## src/xmove_pkg.sv

```systemverilog
// constants, types and register map for the external data access block
package xmove_pkg;

  // ****************************************
  // register indices (byte address is index * 4)
  // ****************************************
  localparam logic [9:0] IDX_CLOCK_CONTROL = 10'h080;
  localparam logic [9:0] IDX_POINTER_A     = 10'h081;
  localparam logic [9:0] IDX_POINTER_B     = 10'h082;
  localparam logic [9:0] IDX_PORT2_LATCH   = 10'h083;
  localparam logic [9:0] IDX_INDIRECT_REG  = 10'h084;
  localparam logic [9:0] IDX_ACCUMULATOR   = 10'h085;
  localparam logic [9:0] IDX_POINTER_SEL   = 10'h086;
  localparam logic [9:0] IDX_COMMAND       = 10'h087;
  localparam logic [9:0] IDX_POINTER_INC   = 10'h088;

  // ****************************************
  // reset values and fields
  // ****************************************
  localparam logic [7:0] CLOCK_CONTROL_RST = 8'h01;
  localparam logic [7:0] POINTER_SEL_RST   = 8'h00;
  localparam int         STRETCH_LSB       = 0;
  localparam int         STRETCH_W         = 3;
  localparam int         CMD_GO_BIT        = 0;
  localparam int         CMD_WRITE_BIT     = 1;
  localparam int         CMD_INDIRECT_BIT  = 2;
  localparam int         CMD_PLAIN_BIT     = 3;

  // ****************************************
  // timing
  // ****************************************
  localparam logic [5:0] CYCLE_CLKS        = 6'h04;
  localparam logic [5:0] SHORT_STROBE      = 6'h02;
  localparam logic [5:0] SHORT_STROBE_BEG  = 6'h01;
  localparam logic [5:0] LONG_STROBE_BEG   = 6'h02;

  // ****************************************
  // axi answers
  // ****************************************
  localparam logic [1:0] RESP_OKAY         = 2'h0;
  localparam logic [1:0] RESP_DECERR       = 2'h3;

  typedef enum logic [3:0] {
    ST_IDLE   = 4'h1,
    ST_FETCH  = 4'h2,
    ST_ACCESS = 4'h4,
    ST_DONE   = 4'h8
  } seq_state_t;

  typedef struct packed {
    logic [15:0] addr;
    logic [7:0]  wdata;
    logic        rd_n;
    logic        wr_n;
  } ext_bus_t;

endpackage : xmove_pkg

```

## src/xmove_top.sv

```systemverilog
// external move sequencer with data pointers, access stretch and axi4-lite registers
// What this block does
// indirect move: low address from indirect_reg, high from port 2 latch.
// pointer move: full 16-bit address from selected data pointer.
// two 16-bit pointers, chosen by bit 0 of pointer_select at 86h.
// pointer_select bits 7..1 do nothing and read as zero.
// select 0 uses pointer_a, select 1 uses pointer_b.
// incrementing pointer_select toggles the active pointer.
// every external move starts with a four-clock opcode fetch cycle.
// the next machine cycle drives the address and performs the access.
// stretch comes from bits 2..0 of clock_control, eight settings.
// stretch 0..7 gives external moves of 2..9 machine cycles.
// processor state is held frozen during the stretched cycles.
// only external moves are stretched; other instructions keep timing.
// stretch resets to 1; 0 gives the fastest two-cycle move.
// strobe lasts 2 clocks at stretch 0, else four per stretch unit.
// a machine cycle is four successive clock states.
// external memory completes its part within the selected strobe width.
// read data is captured into the accumulator as the read strobe ends.
//
// Register access over AXI4-Lite was left to the implementer.
`timescale 1ns/100ps
`default_nettype none

module xmove_top
(
  // clock and reset
  input  wire logic              CLK_IN,
  input  wire logic              SRST_IN,
  // axi4-lite write address and data
  input  wire logic [11:0]       S_AXI_AWADDR_IN,
  input  wire logic              S_AXI_AWVALID_IN,
  output logic                   S_AXI_AWREADY_OUT,
  input  wire logic [31:0]       S_AXI_WDATA_IN,
  input  wire logic [3:0]        S_AXI_WSTRB_IN,
  input  wire logic              S_AXI_WVALID_IN,
  output logic                   S_AXI_WREADY_OUT,
  // axi4-lite write response
  output logic [1:0]             S_AXI_BRESP_OUT,
  output logic                   S_AXI_BVALID_OUT,
  input  wire logic              S_AXI_BREADY_IN,
  // axi4-lite read
  input  wire logic [11:0]       S_AXI_ARADDR_IN,
  input  wire logic              S_AXI_ARVALID_IN,
  output logic                   S_AXI_ARREADY_OUT,
  output logic [31:0]            S_AXI_RDATA_OUT,
  output logic [1:0]             S_AXI_RRESP_OUT,
  output logic                   S_AXI_RVALID_OUT,
  input  wire logic              S_AXI_RREADY_IN,
  // external data bus
  output xmove_pkg::ext_bus_t    XBUS_OUT,
  output logic                   XDATA_OE_N_OUT,
  input  wire logic [7:0]        XDATA_IN,
  // core status
  output logic                   CPU_HOLD_OUT,
  output logic                   BUSY_OUT
);

  // ****************************************
  // helpers
  // ****************************************
  function automatic logic [5:0] strobe_len(input logic [2:0] s);
    strobe_len = (s == 3'h0) ? xmove_pkg::SHORT_STROBE : 6'({s, 2'b00});
  endfunction : strobe_len

  function automatic logic [5:0] strobe_beg(input logic [2:0] s);
    strobe_beg = (s == 3'h0) ? xmove_pkg::SHORT_STROBE_BEG : xmove_pkg::LONG_STROBE_BEG;
  endfunction : strobe_beg

  function automatic logic [5:0] access_len(input logic [2:0] s);
    // one machine cycle plus one per stretch unit
    access_len = 6'({s, 2'b00}) + xmove_pkg::CYCLE_CLKS;
  endfunction : access_len

  // ****************************************
  // registers
  // ****************************************
  logic [7:0]             clock_control_q;
  logic                   pointer_select_q;
  logic [15:0]            pointer_a_q;
  logic [15:0]            pointer_b_q;
  logic [7:0]             port2_q;
  logic [7:0]             indirect_q;
  logic [7:0]             acc_q;
  logic                   cmd_write_q;
  logic                   cmd_indirect_q;
  logic                   cmd_plain_q;
  xmove_pkg::seq_state_t  state_q;
  xmove_pkg::seq_state_t  state_d;
  logic [5:0]             cnt_q;
  logic [5:0]             cnt_d;
  logic [2:0]             stretch_q;
  logic                   strobe_q;
  logic                   strobe_d;
  xmove_pkg::ext_bus_t    bus_q;
  logic                   oe_n_q;

  // axi side
  logic                   bvalid_q;
  logic [1:0]             bresp_q;
  logic                   rvalid_q;
  logic [1:0]             rresp_q;
  logic [31:0]            rdata_q;
  logic                   wr_fire;
  logic                   rd_fire;
  logic [9:0]             wr_idx;
  logic [9:0]             rd_idx;
  logic                   wr_lo;
  logic                   wr_hi;
  logic                   start;

  // ****************************************
  // axi4-lite slave
  // ****************************************
  // address and data are taken together; both must be offered
  assign S_AXI_AWREADY_OUT = S_AXI_AWVALID_IN & S_AXI_WVALID_IN & ~bvalid_q;
  assign S_AXI_WREADY_OUT  = S_AXI_AWREADY_OUT;
  assign S_AXI_ARREADY_OUT = ~rvalid_q;
  assign wr_fire           = S_AXI_AWREADY_OUT;
  assign rd_fire           = S_AXI_ARVALID_IN & S_AXI_ARREADY_OUT;
  assign wr_idx            = S_AXI_AWADDR_IN[11:2];
  assign rd_idx            = S_AXI_ARADDR_IN[11:2];
  assign wr_lo             = wr_fire & S_AXI_WSTRB_IN[0];
  assign wr_hi             = wr_fire & S_AXI_WSTRB_IN[1];
  assign S_AXI_BVALID_OUT  = bvalid_q;
  assign S_AXI_BRESP_OUT   = bresp_q;
  assign S_AXI_RVALID_OUT  = rvalid_q;
  assign S_AXI_RRESP_OUT   = rresp_q;
  assign S_AXI_RDATA_OUT   = rdata_q;

  function automatic logic mapped(input logic [9:0] idx);
    mapped = (idx >= xmove_pkg::IDX_CLOCK_CONTROL) && (idx <= xmove_pkg::IDX_POINTER_INC);
  endfunction : mapped

  always_ff @(posedge CLK_IN)
  begin
    if (SRST_IN)
    begin
      bvalid_q <= 1'b0;
      bresp_q  <= xmove_pkg::RESP_OKAY;
    end
    else if (wr_fire)
    begin
      bvalid_q <= 1'b1;
      bresp_q  <= mapped(wr_idx) ? xmove_pkg::RESP_OKAY : xmove_pkg::RESP_DECERR;
    end
    else if (S_AXI_BREADY_IN)
    begin
      bvalid_q <= 1'b0;
    end
  end

  always_ff @(posedge CLK_IN)
  begin
    if (SRST_IN)
    begin
      rvalid_q <= 1'b0;
      rresp_q  <= xmove_pkg::RESP_OKAY;
      rdata_q  <= 32'h0;
    end
    else if (rd_fire)
    begin
      rvalid_q <= 1'b1;
      rresp_q  <= mapped(rd_idx) ? xmove_pkg::RESP_OKAY : xmove_pkg::RESP_DECERR;
      case (rd_idx)
        xmove_pkg::IDX_CLOCK_CONTROL: rdata_q <= {24'h0, clock_control_q};
        xmove_pkg::IDX_POINTER_A:     rdata_q <= {16'h0, pointer_a_q};
        xmove_pkg::IDX_POINTER_B:     rdata_q <= {16'h0, pointer_b_q};
        xmove_pkg::IDX_PORT2_LATCH:   rdata_q <= {24'h0, port2_q};
        xmove_pkg::IDX_INDIRECT_REG:  rdata_q <= {24'h0, indirect_q};
        xmove_pkg::IDX_ACCUMULATOR:   rdata_q <= {24'h0, acc_q};
        xmove_pkg::IDX_POINTER_SEL:   rdata_q <= {31'h0, pointer_select_q};
        xmove_pkg::IDX_COMMAND:       rdata_q <= {24'h0, state_q, cmd_plain_q, cmd_indirect_q,
                                                  cmd_write_q, BUSY_OUT};
        default:                      rdata_q <= 32'h0;
      endcase
    end
    else if (S_AXI_RREADY_IN)
    begin
      rvalid_q <= 1'b0;
    end
  end

  // ****************************************
  // software registers
  // ****************************************
  // a command written while busy is dropped; the status word shows why
  assign start = wr_lo & (wr_idx == xmove_pkg::IDX_COMMAND)
                 & S_AXI_WDATA_IN[xmove_pkg::CMD_GO_BIT] & (state_q == xmove_pkg::ST_IDLE);

  always_ff @(posedge CLK_IN)
  begin
    if (SRST_IN)
      clock_control_q <= xmove_pkg::CLOCK_CONTROL_RST;
    else if (wr_lo && wr_idx == xmove_pkg::IDX_CLOCK_CONTROL)
      clock_control_q <= S_AXI_WDATA_IN[7:0];
  end

  always_ff @(posedge CLK_IN)
  begin
    if (SRST_IN)
      pointer_select_q <= xmove_pkg::POINTER_SEL_RST[0];
    else if (wr_lo && wr_idx == xmove_pkg::IDX_POINTER_SEL)
      pointer_select_q <= S_AXI_WDATA_IN[0];
    else if (wr_fire && wr_idx == xmove_pkg::IDX_POINTER_INC)
      pointer_select_q <= ~pointer_select_q;
  end

  always_ff @(posedge CLK_IN)
  begin
    if (SRST_IN)
    begin
      pointer_a_q <= 16'h0;
      pointer_b_q <= 16'h0;
    end
    else if (wr_idx == xmove_pkg::IDX_POINTER_A)
    begin
      if (wr_lo)
        pointer_a_q[7:0]  <= S_AXI_WDATA_IN[7:0];
      if (wr_hi)
        pointer_a_q[15:8] <= S_AXI_WDATA_IN[15:8];
    end
    else if (wr_idx == xmove_pkg::IDX_POINTER_B)
    begin
      if (wr_lo)
        pointer_b_q[7:0]  <= S_AXI_WDATA_IN[7:0];
      if (wr_hi)
        pointer_b_q[15:8] <= S_AXI_WDATA_IN[15:8];
    end
  end

  always_ff @(posedge CLK_IN)
  begin
    if (SRST_IN)
    begin
      port2_q    <= 8'h0;
      indirect_q <= 8'h0;
    end
    else if (wr_lo && wr_idx == xmove_pkg::IDX_PORT2_LATCH)
      port2_q    <= S_AXI_WDATA_IN[7:0];
    else if (wr_lo && wr_idx == xmove_pkg::IDX_INDIRECT_REG)
      indirect_q <= S_AXI_WDATA_IN[7:0];
  end

  // the strobe end wins over a software write landing in the same cycle
  always_ff @(posedge CLK_IN)
  begin
    if (SRST_IN)
      acc_q <= 8'h0;
    else if (strobe_q && !strobe_d && !cmd_write_q)
      acc_q <= XDATA_IN;
    else if (wr_lo && wr_idx == xmove_pkg::IDX_ACCUMULATOR && state_q == xmove_pkg::ST_IDLE)
      acc_q <= S_AXI_WDATA_IN[7:0];
  end

  always_ff @(posedge CLK_IN)
  begin
    if (SRST_IN)
    begin
      cmd_write_q    <= 1'b0;
      cmd_indirect_q <= 1'b0;
      cmd_plain_q    <= 1'b0;
      stretch_q      <= 3'h0;
    end
    else if (start)
    begin
      cmd_write_q    <= S_AXI_WDATA_IN[xmove_pkg::CMD_WRITE_BIT];
      cmd_indirect_q <= S_AXI_WDATA_IN[xmove_pkg::CMD_INDIRECT_BIT];
      cmd_plain_q    <= S_AXI_WDATA_IN[xmove_pkg::CMD_PLAIN_BIT];
      // stretch is latched per instruction so a mid-access write cannot tear it
      stretch_q      <= clock_control_q[xmove_pkg::STRETCH_LSB +: xmove_pkg::STRETCH_W];
    end
  end

  // ****************************************
  // machine cycle sequencer
  // ****************************************
  always_comb
  begin
    state_d  = state_q;
    cnt_d    = cnt_q + 6'h01;
    strobe_d = 1'b0;
    case (state_q)
      xmove_pkg::ST_IDLE:
      begin
        cnt_d = 6'h0;
        if (start)
          state_d = xmove_pkg::ST_FETCH;
      end
      xmove_pkg::ST_FETCH:
      begin
        // four states per machine cycle
        if (cnt_q == xmove_pkg::CYCLE_CLKS - 6'h01)
        begin
          cnt_d   = 6'h0;
          // plain instructions end after their fetch, unstretched
          state_d = cmd_plain_q ? xmove_pkg::ST_DONE : xmove_pkg::ST_ACCESS;
        end
      end
      xmove_pkg::ST_ACCESS:
      begin
        if (cnt_q == access_len(stretch_q) - 6'h01)
        begin
          cnt_d   = 6'h0;
          state_d = xmove_pkg::ST_DONE;
        end
      end
      xmove_pkg::ST_DONE:
      begin
        cnt_d   = 6'h0;
        state_d = xmove_pkg::ST_IDLE;
      end
      default:
      begin
        cnt_d   = 6'h0;
        state_d = xmove_pkg::ST_IDLE;
      end
    endcase
    if (state_d == xmove_pkg::ST_ACCESS && cnt_d >= strobe_beg(stretch_q)
        && cnt_d < strobe_beg(stretch_q) + strobe_len(stretch_q))
      strobe_d = 1'b1;
  end

  always_ff @(posedge CLK_IN)
  begin
    if (SRST_IN)
    begin
      state_q  <= xmove_pkg::ST_IDLE;
      cnt_q    <= 6'h0;
      strobe_q <= 1'b0;
    end
    else
    begin
      state_q  <= state_d;
      cnt_q    <= cnt_d;
      strobe_q <= strobe_d;
    end
  end

  // ****************************************
  // external bus
  // ****************************************
  always_ff @(posedge CLK_IN)
  begin
    if (SRST_IN)
    begin
      bus_q  <= '{addr: 16'h0, wdata: 8'h0, rd_n: 1'b1, wr_n: 1'b1};
      oe_n_q <= 1'b1;
    end
    else
    begin
      if (state_q == xmove_pkg::ST_FETCH && state_d == xmove_pkg::ST_ACCESS)
      begin
        if (cmd_indirect_q)
          bus_q.addr <= {port2_q, indirect_q};
        else
          bus_q.addr <= pointer_select_q ? pointer_b_q : pointer_a_q;
        bus_q.wdata <= acc_q;
      end
      bus_q.rd_n <= ~(strobe_d & ~cmd_write_q);
      bus_q.wr_n <= ~(strobe_d & cmd_write_q);
      // data lines are driven across the whole write access cycle
      oe_n_q     <= ~(state_d == xmove_pkg::ST_ACCESS && cmd_write_q);
    end
  end

  assign XBUS_OUT       = bus_q;
  assign XDATA_OE_N_OUT = oe_n_q;
  assign BUSY_OUT       = (state_q != xmove_pkg::ST_IDLE);
  // beyond the first access cycle the core is frozen waiting for slow memory
  assign CPU_HOLD_OUT   = (state_q == xmove_pkg::ST_ACCESS) && (cnt_q >= xmove_pkg::CYCLE_CLKS);

endmodule : xmove_top

`default_nettype wire

```

## config.mk

```make
export PLATFORM = sky130hd
export DESIGN_NAME = xmove_top
export DESIGN_NICKNAME = d
export VERILOG_FILES = /design/src/xmove_pkg.sv /design/src/xmove_top.sv
export SDC_FILE = /design/constraint.sdc
export NUM_CORES = 1
export LEC_CHECK = 0
export BUFFER_PORTS_ARGS = -buffer_cell sky130_fd_sc_hd__buf_2
export CORE_MARGIN = 4
export CORE_UTILIZATION = 35
export CTS_CLUSTER_DIAMETER = 200
export DETAILED_ROUTE_END_ITERATION = 16
export PLACE_DENSITY = 0.57
export SLEW_MARGIN = 20
export SYNTH_ARGS = -nofsm -noshare
export SYNTH_HDL_FRONTEND = slang
export SYNTH_SLANG_ARGS = --single-unit
```

## constraint.sdc

```tcl
create_clock -name CLK_IN -period 4.15 [get_ports CLK_IN]
set_input_delay 0.6225 -clock CLK_IN [delete_from_list [all_inputs] [get_ports CLK_IN]]
set_output_delay 0.6225 -clock CLK_IN [all_outputs]
set_load 0.05 [all_outputs]
```

==> results.json, run 1 <==
{
  "status": "finished, final reports clean",
  "worst_hold_path_type": "input pin to flop",
  "worstMarginPinSlew_ps": 1110,
  "yosys.area.top_type_share_pct": 41.6,
  "fin_crit_sh_pct": 78.5,
  "worst_setup_path_start_kind": "flop",
  "post_synth_num_cell_types": 56,
  "yosys.cell_count.top_type": "dfxtp_1",
  "cts_tree": "yes",
  "regToRegSetupSlack_ps": 890,
  "report.final.slew_viol_count": 0,
  "clock_insertion_delay_worst_skew_ps": 420,
  "die_area_mm2": 0.0199,
  "finish.net_count": 876,
  "dp_hpwl_mm": 12.8,
  "grt.overflow.total": 0,
  "max_slew_margin_pct": 25.8,
  "critical_path_class": "flop to flop",
  "syn-cell-area_mm2": 0.00621,
  "seq_area_frac_synth_pct": 41.6,
  "ant_nets": 0,
  "h-tree-depth": 4,
  "tritoncts.num_buffers": 17,
  "post_route_cells_drive_above_1_share_pct": 22.2,
  "pin_count_of_the_biggest_net_entering_global_routing": 73,
  "timing.critical_path.required_ps": 4490,
  "row_count": 48,
  "antenna_cells_inserted": 0,
  "design.portCount": 145,
  "tritonroute_pass_1_iters": 5,
  "finalHoldViolations": 0,
  "total_of_flip_flops_plus_latches_after_synthesis": 129,
  "timing.critical_path.to_type": "flop",
  "antenna_found_initial": 0,
  "path_clk_slew_ps": 60,
  "skew_ps": 6.82,
  "synthToLayoutAreaGrowth_pct": 19.1,
  "rsz0062_at_grt": "false",
  "cts_setup_buffers": 0,
  "layout.area.seq_mm2": 0.00258,
  "area_of_the_multi_input_gates_mm2": 0.00329,
  "tns_ps": 0,
  "detailedRoute.firstIterationViolations": 353,
  "post-route-min-period_ps": 3260,
  "syn-instance-count": 716,
  "ir_drop_v": 0.000276,
  "async_flop_share_pct": 0,
  "floorplan.die.height_um": 141,
  "ys_top_cells_by_area": "dfxtp_1 (42%), mux2i_1 (10%), nand2_1 (7.4%), a21oi_1 (5.4%), nor2_1 (3.8%)",
  "fillers": 1793,
  "clock.fmax_mhz": 307,
  "grt.total_usage_pct": 18.0,
  "detailroute.via_count": 5303,
  "wl_per_cell_um": 17.2,
  "number_of_global_route_vias_before_repair": 5142,
  "post_cts_hold_buffer_count": 0,
  "io_buffers": 106,
  "power_density_mw_per_mm2": 400,
  "post_synth.cell_area_avg_um2": 8.67,
  "post_synth_most_frequent_cells": "dfxtp_1 (129), nand2_1 (123), a21oi_1 (67)",
  "avgViaCountPerCell": 5.14,
  "core_mm2": 0.0174,
  "layout.cell_area.non_filler_mm2": 0.00740,
  "cts.root.buffer_cell": "clkbuf_16",
  "synth-main-ff-cell": "dfxtp_1",
  "power.leakage_nw": 2.85,
  "post_cts_resize_count": 0,
  "dpl_cell_area_mm2": 0.00679,
  "die_x_um": 141,
  "cts_buffer_depth": 2,
  "postRouteWirelength_mm": 17.8,
  "cap_viol_max_count": 0,
  "path_max_fanout": 10,
  "setup_violations": 0,
  "initial_utilization_pct": 35.8,
  "grt_first_pass_wirelength_mm": 28.0,
  "synth_edf_count": 0,
  "synthesis.yosys.warnings": 0,
  "routabilityCongestion": 0.798,
  "timing.critical_path.arrival_ps": 3600,
  "clock-sinks": 129,
  "drc_errors": 0,
  "synthDominantAreaCellType": "dfxtp_1"
}
## placed cells by master, fill, tap and decap left out, types with 4 or more instances in the layout
master	instances
nand3_1	37
a211oi_2	8
o211ai_1	9
buf_2	105
clkinvlp_4	5
o21ai_0	22
nor4_1	4
nor3_1	4
a21oi_1	67
clkbuf_16	17
inv_1	10
nand2b_1	4
a22o_1	8
ha_1	7
xnor2_1	4
buf_4	9
and2_1	4
a211oi_1	10
nor2_1	63
dfxtp_1	129
conb_1	16
mux2i_1	62
nand3b_1	5
mux4_2	8
nand2_1	123
a22oi_1	12
## worst max-delay path: stages (launching register included)
cell	delay (ps)
dfxtp_1	430
ha_1	340
nor2b_1	290
a41oi_4	160
a21oi_4	260
or2_2	160
ha_1	210
nand2b_1	130
a21oi_1	430
mux2i_4	240
a21o_4	310
a211oi_2	170
## power breakdown
group          switching (W)  internal (W)
Combinational       0.000124     0.0000366
Clock               0.000605      0.000950
Sequential        0.00000219       0.00124
Total               0.000732       0.00223
## state kept, by name, indices dropped and copies added (netlist names), 3 cells and up
register         cells
port2_q              8
acc_q                8
XBUS_OUT            26
pointer_a_q         16
stretch_q            3
S_AXI_RDATA_OUT     16
pointer_b_q         16
clock_control_q      8
state_q              4
cnt_q                6
indirect_q           8
## path summary, 6_finish.rpt
| path | start | to | cells after the start |
|---|---|---|---|
| hold / removal | S_AXI_RREADY_IN | S_AXI_RVALID_OUT$_SDFFE_PP0P_ | 2 |
| hold reg to reg | XBUS_OUT[10]$_SDFFE_PP0P_ | XBUS_OUT[10]$_SDFFE_PP0P_ | 2 |
| setup reg to reg | cnt_q[0]$_SDFF_PP0_ | acc_q[2]$_SDFFE_PP0P_ | 11 |
| setup / recovery | cnt_q[0]$_SDFF_PP0_ | acc_q[2]$_SDFFE_PP0P_ | 11 |
## layout make-up
| type | count | area share [%] |
|---|---|---|
| Multi-Input combinational cell | 522 | 44.5 |
| Sequential cell | 129 | 34.9 |
| Timing Repair Buffer | 114 | 8.01 |
| Clock buffer | 17 | 5.75 |
| Tap cell | 225 | 3.80 |
| Clock inverter | 15 | 2.50 |
| Inverter | 10 | 0.507 |
## through the flow
stage	setup slack [ps]	util, %	power, W	hold WS [ps]	std cells
after floorplan	1180	-	0.00139	395	731
after global placement	955	39.1	0.00143	438	1000
after detailed placement	865	39.1	0.00143	444	1000
after CTS	837	42.6	0.00298	368	1032
after global routing	581	42.6	0.00305	381	1032
final	891	42.6	0.00296	381	1032
## cell families after synthesis
family / share of synthesized area (%)
AOI/OAI and AO/OA: 15.7
xor gates and xnor gates: 0.987
adders and majority gates: 1.41
buffers and inverters: 6.37
DFF: 41.6
muxes: 13.8
other: 0.0604
and+or+nand+nor: 20.1
## routing by layer
metal | vias to the layer above | share of wire, % | track usage (%)
li1 | 2638 | - | -
met1 | 2488 | 49 | 25.3
met2 | 156 | 44 | 27.3
met3 | 21 | 5.9 | 4.31
met4 | 0 | 1.4 | 5.41
met5 | - | 0 | 0
No activity file was read; power rests on OpenSTA's default activity.
==> run 2, diff against run 1 <==
--- a/config.mk
+++ b/config.mk
@@ -5,6 +5,7 @@
 export SDC_FILE = /design/constraint.sdc
 export NUM_CORES = 1
 export LEC_CHECK = 0
+export ABC_AREA = 1
 export BUFFER_PORTS_ARGS = -buffer_cell sky130_fd_sc_hd__buf_2
 export CORE_MARGIN = 4
 export CORE_UTILIZATION = 35
==> constraint.sdc (replaced) <==
create_clock -name CLK_IN -period 3.3 [get_ports CLK_IN]
set_input_delay 0.495 -clock CLK_IN [delete_from_list [all_inputs] [get_ports CLK_IN]]
set_output_delay 0.495 -clock CLK_IN [all_outputs]
set_load 0.05 [all_outputs]
==> results.json, run 2 <==
{
  "status": "finished, final reports clean",
  "antenna_found_initial": 0,
  "rsz0062_at_grt": "false",
  "routabilityCongestion": 0.834,
  "post-route-min-period_ps": 2840,
  "layout.cells.most_common_list": "nand2_1 (137), dfxtp_1 (129), inv_1 (117)",
  "design.portCount": 145,
  "ant_nets": 0,
  "most_common_cell_after_layout_fill_and_taps_aside": "nand2_1",
  "cts_tree": "yes",
  "grt.overflow.total": 0,
  "synthToLayoutAreaGrowth_pct": 19.0,
  "tritoncts.num_buffers": 17,
  "place_ws_ps": 454,
  "synthDominantAreaCellType": "dfxtp_1",
  "syn-cell-area_mm2": 0.00628,
  "die_x_um": 142,
  "worst_slack_ps": 456,
  "drc_errors": 0,
  "skew_ps": 8.19,
  "worst_hold_path_type": "input pin to flop",
  "largest_family_of_logic_cells_by_synthesized_area": "compound AO/OA/AOI/OAI gates",
  "postLayoutCoreUtil_pct": 42.9,
  "clock-sinks": 129,
  "clock.fmax_mhz": 352,
  "timing.critical_path.required_ps": 3580,
  "power.leakage_nw": 3.18,
  "worst_setup_path_startpoint": "cnt_q[0]$_SDFF_PP0_",
  "fin_crit_sh_pct": 86.2,
  "floorplan.die.height_um": 142,
  "critical_path_class": "flop to flop",
  "post_synth_num_cell_types": 43,
  "critical_path.reg2reg.startpoint": "cnt_q[0]$_SDFF_PP0_",
  "ys_top_cells_by_area": "dfxtp_1 (41%), a21oi_1 (8.6%), nand2_1 (8.2%), inv_1 (7.0%), o21ai_0 (6.5%)",
  "seq_area_frac_synth_pct": 41.1,
  "postRouteWirelength_mm": 18.0,
  "post_synth_most_frequent_cells": "nand2_1 (137), dfxtp_1 (129), inv_1 (117)",
  "grt.total_usage_pct": 17.9,
  "grt_first_pass_wirelength_mm": 28.6,
  "finalHoldViolations": 0,
  "worstMarginPinSlew_ps": 928,
  "synthesis.yosys.warnings": 0,
  "cts_setup_buffers": 0,
  "die_area_mm2": 0.0201,
  "yosys.area_share.adder_pct": 1.39,
  "yosys-mux-area-fraction_pct": 0,
  "detailedRoute.firstIterationViolations": 360,
  "worst-r2r-cell-count": 20,
  "io_buffers": 106,
  "post_route_cells_drive_above_1_share_pct": 19.7,
  "cap_viol_max_count": 0,
  "clock_insertion_delay_worst_skew_ps": 420,
  "core_mm2": 0.0174,
  "regToRegSetupSlack_ps": 460,
  "path_max_fanout": 16,
  "critical_path.endpoint": "acc_q[3]$_SDFFE_PP0P_",
  "pin_count_of_the_biggest_net_entering_global_routing": 47,
  "dp_hpwl_mm": 13.3,
  "ir_drop_v": 0.000352,
  "syn-instance-count": 872,
  "avgViaCountPerCell": 4.88,
  "wl_per_cell_um": 14.9,
  "row_count": 48,
  "placed_cells": 1179,
  "number_of_global_route_vias_before_repair": 5467,
  "path_clk_slew_ps": 50,
  "critical_path.reg2reg.endpoint": "acc_q[3]$_SDFFE_PP0P_",
  "synth_edf_count": 0,
  "largest_reg_flops": 26,
  "yosys.cell_count.top_type": "nand2_1",
  "worst_setup_path_start_kind": "flop",
  "timing.hold.worst_path_depth": 4,
  "max_slew_margin_pct": 37.8,
  "async_flop_share_pct": 0,
  "antenna_cells_inserted": 0,
  "yosys.area_share.simple_pct": 21.0,
  "synth-main-ff-cell": "dfxtp_1",
  "fillers": 1836,
  "power_density_mw_per_mm2": 455,
  "total_of_flip_flops_plus_latches_after_synthesis": 129,
  "report.final.slew_viol_count": 0,
  "h-tree-depth": 4,
  "post_layout_nonfiller_instances": 1209,
  "post_cts_resize_count": 0,
  "finish.net_count": 1055,
  "timing.critical_path.arrival_ps": 3120,
  "post_synth_xor_area_fraction_pct": 0.558,
  "tritonroute_pass_1_iters": 5,
  "setup_violations": 0,
  "cts.root.buffer_cell": "clkbuf_16",
  "cts_buffer_depth": 2,
  "yosys.area.top_type_share_pct": 41.1,
  "timing.critical_path.to_type": "flop",
  "post_synth.cell_area_avg_um2": 7.20,
  "post_cts_hold_buffer_count": 0,
  "synth-compound-area-share_pct": 23.0,
  "detailroute.via_count": 5899,
  "tns_ps": 0,
  "initial_utilization_pct": 36.0
}
run 2: cell types whose count changed after synthesis, sizes merged, moves of 9 or more:
cell	previous run	this run
mux2i	63	0
a22oi	12	0
nor2	63	78
inv	10	124
a21oi	69	108
o21ai	22	83
o22ai	1	22
a211oi	18	7
clkbuf	40	30
o311ai	0	9
nand2	124	152
run 2: layout make-up:
cell class	instances	area, um2	area share, %
multi-input cells	572	2950	39.4
flip-flops and latches	129	2580	34.6
repair buffers	125	673	9.01
inverters	128	482	6.45
clock buffers	23	468	6.26
well taps	225	282	3.77
clock inverters	7	37.5	0.503
run 2: worst min path at each step:
| stage | from | end | slack, ps |
|---|---|---|---|
| 2_1_floorplan | cmd_write_q$_SDFFE_PP0P_ | XBUS_OUT[0]$_SDFF_PP1_ | 400 |
| 3_3_place_gp | cmd_write_q$_SDFFE_PP0P_ | XBUS_OUT[0]$_SDFF_PP1_ | 440 |
| 3_5_place_dp | cmd_write_q$_SDFFE_PP0P_ | XBUS_OUT[0]$_SDFF_PP1_ | 450 |
| 4_1_cts | S_AXI_BREADY_IN | S_AXI_BVALID_OUT$_SDFFE_PP0P_ | 320 |
| 5_1_grt | S_AXI_WDATA_IN[12] | pointer_a_q[12]$_SDFFE_PP0P_ | 340 |
| 6_report | S_AXI_BREADY_IN | S_AXI_BVALID_OUT$_SDFFE_PP0P_ | 330 |
run 2: routing by layer:
layer | track usage [%] | share of wire, % | wire (um) | vias to the layer above
li1 | - | - | - | 3059
met1 | 25.6 | 49 | 8860 | 2664
met2 | 27.4 | 44 | 7940 | 159
met3 | 3.36 | 5.4 | 974 | 17
met4 | 5.76 | 1.4 | 244 | 0
met5 | 0 | 0 | 0 | -
run 2: metrics by stage:
| step | hold slack [ps] | area, um2 | power (W) |
|---|---|---|---|
| 2_1_floorplan | 402 | 6330 | 0.00175 |
| 3_3_place_gp | 437 | 6960 | 0.00180 |
| 3_5_place_dp | 445 | 6960 | 0.00180 |
| 4_1_cts | 317 | 7470 | 0.00343 |
| 5_1_grt | 338 | 7470 | 0.00352 |
| 6_report | 329 | 7470 | 0.00340 |
run 2: critical path: stages (launching register included):
cell and delay, ps:
dfxtp_1 370, ha_1 250, inv_1 70, nor2_2 80
nand2_1 70, nor2_2 110, nand2_2 70, nand2_2 90
nand2_4 80, nand2_2 90, inv_1 50, ha_1 300
a21o_2 190, a21oi_1 150, nand2_2 90, nor2_4 100
nand3_4 140, nand2_4 220, nand2_1 80, nand2_1 60
a21oi_1 50
run 2: cells by family after synthesis:
family / after synthesis
xor+xnor: 4
fa+ha+maj: 7
compound gates: 255
other cells: 1
buf+inv: 186
flops: 129
simple gates: 290
run 2: report_power, final:
part	switching, W	internal, W
registers	0.00000219	0.00156
logic	0.000157	0.0000472
clock network	0.000652	0.000980
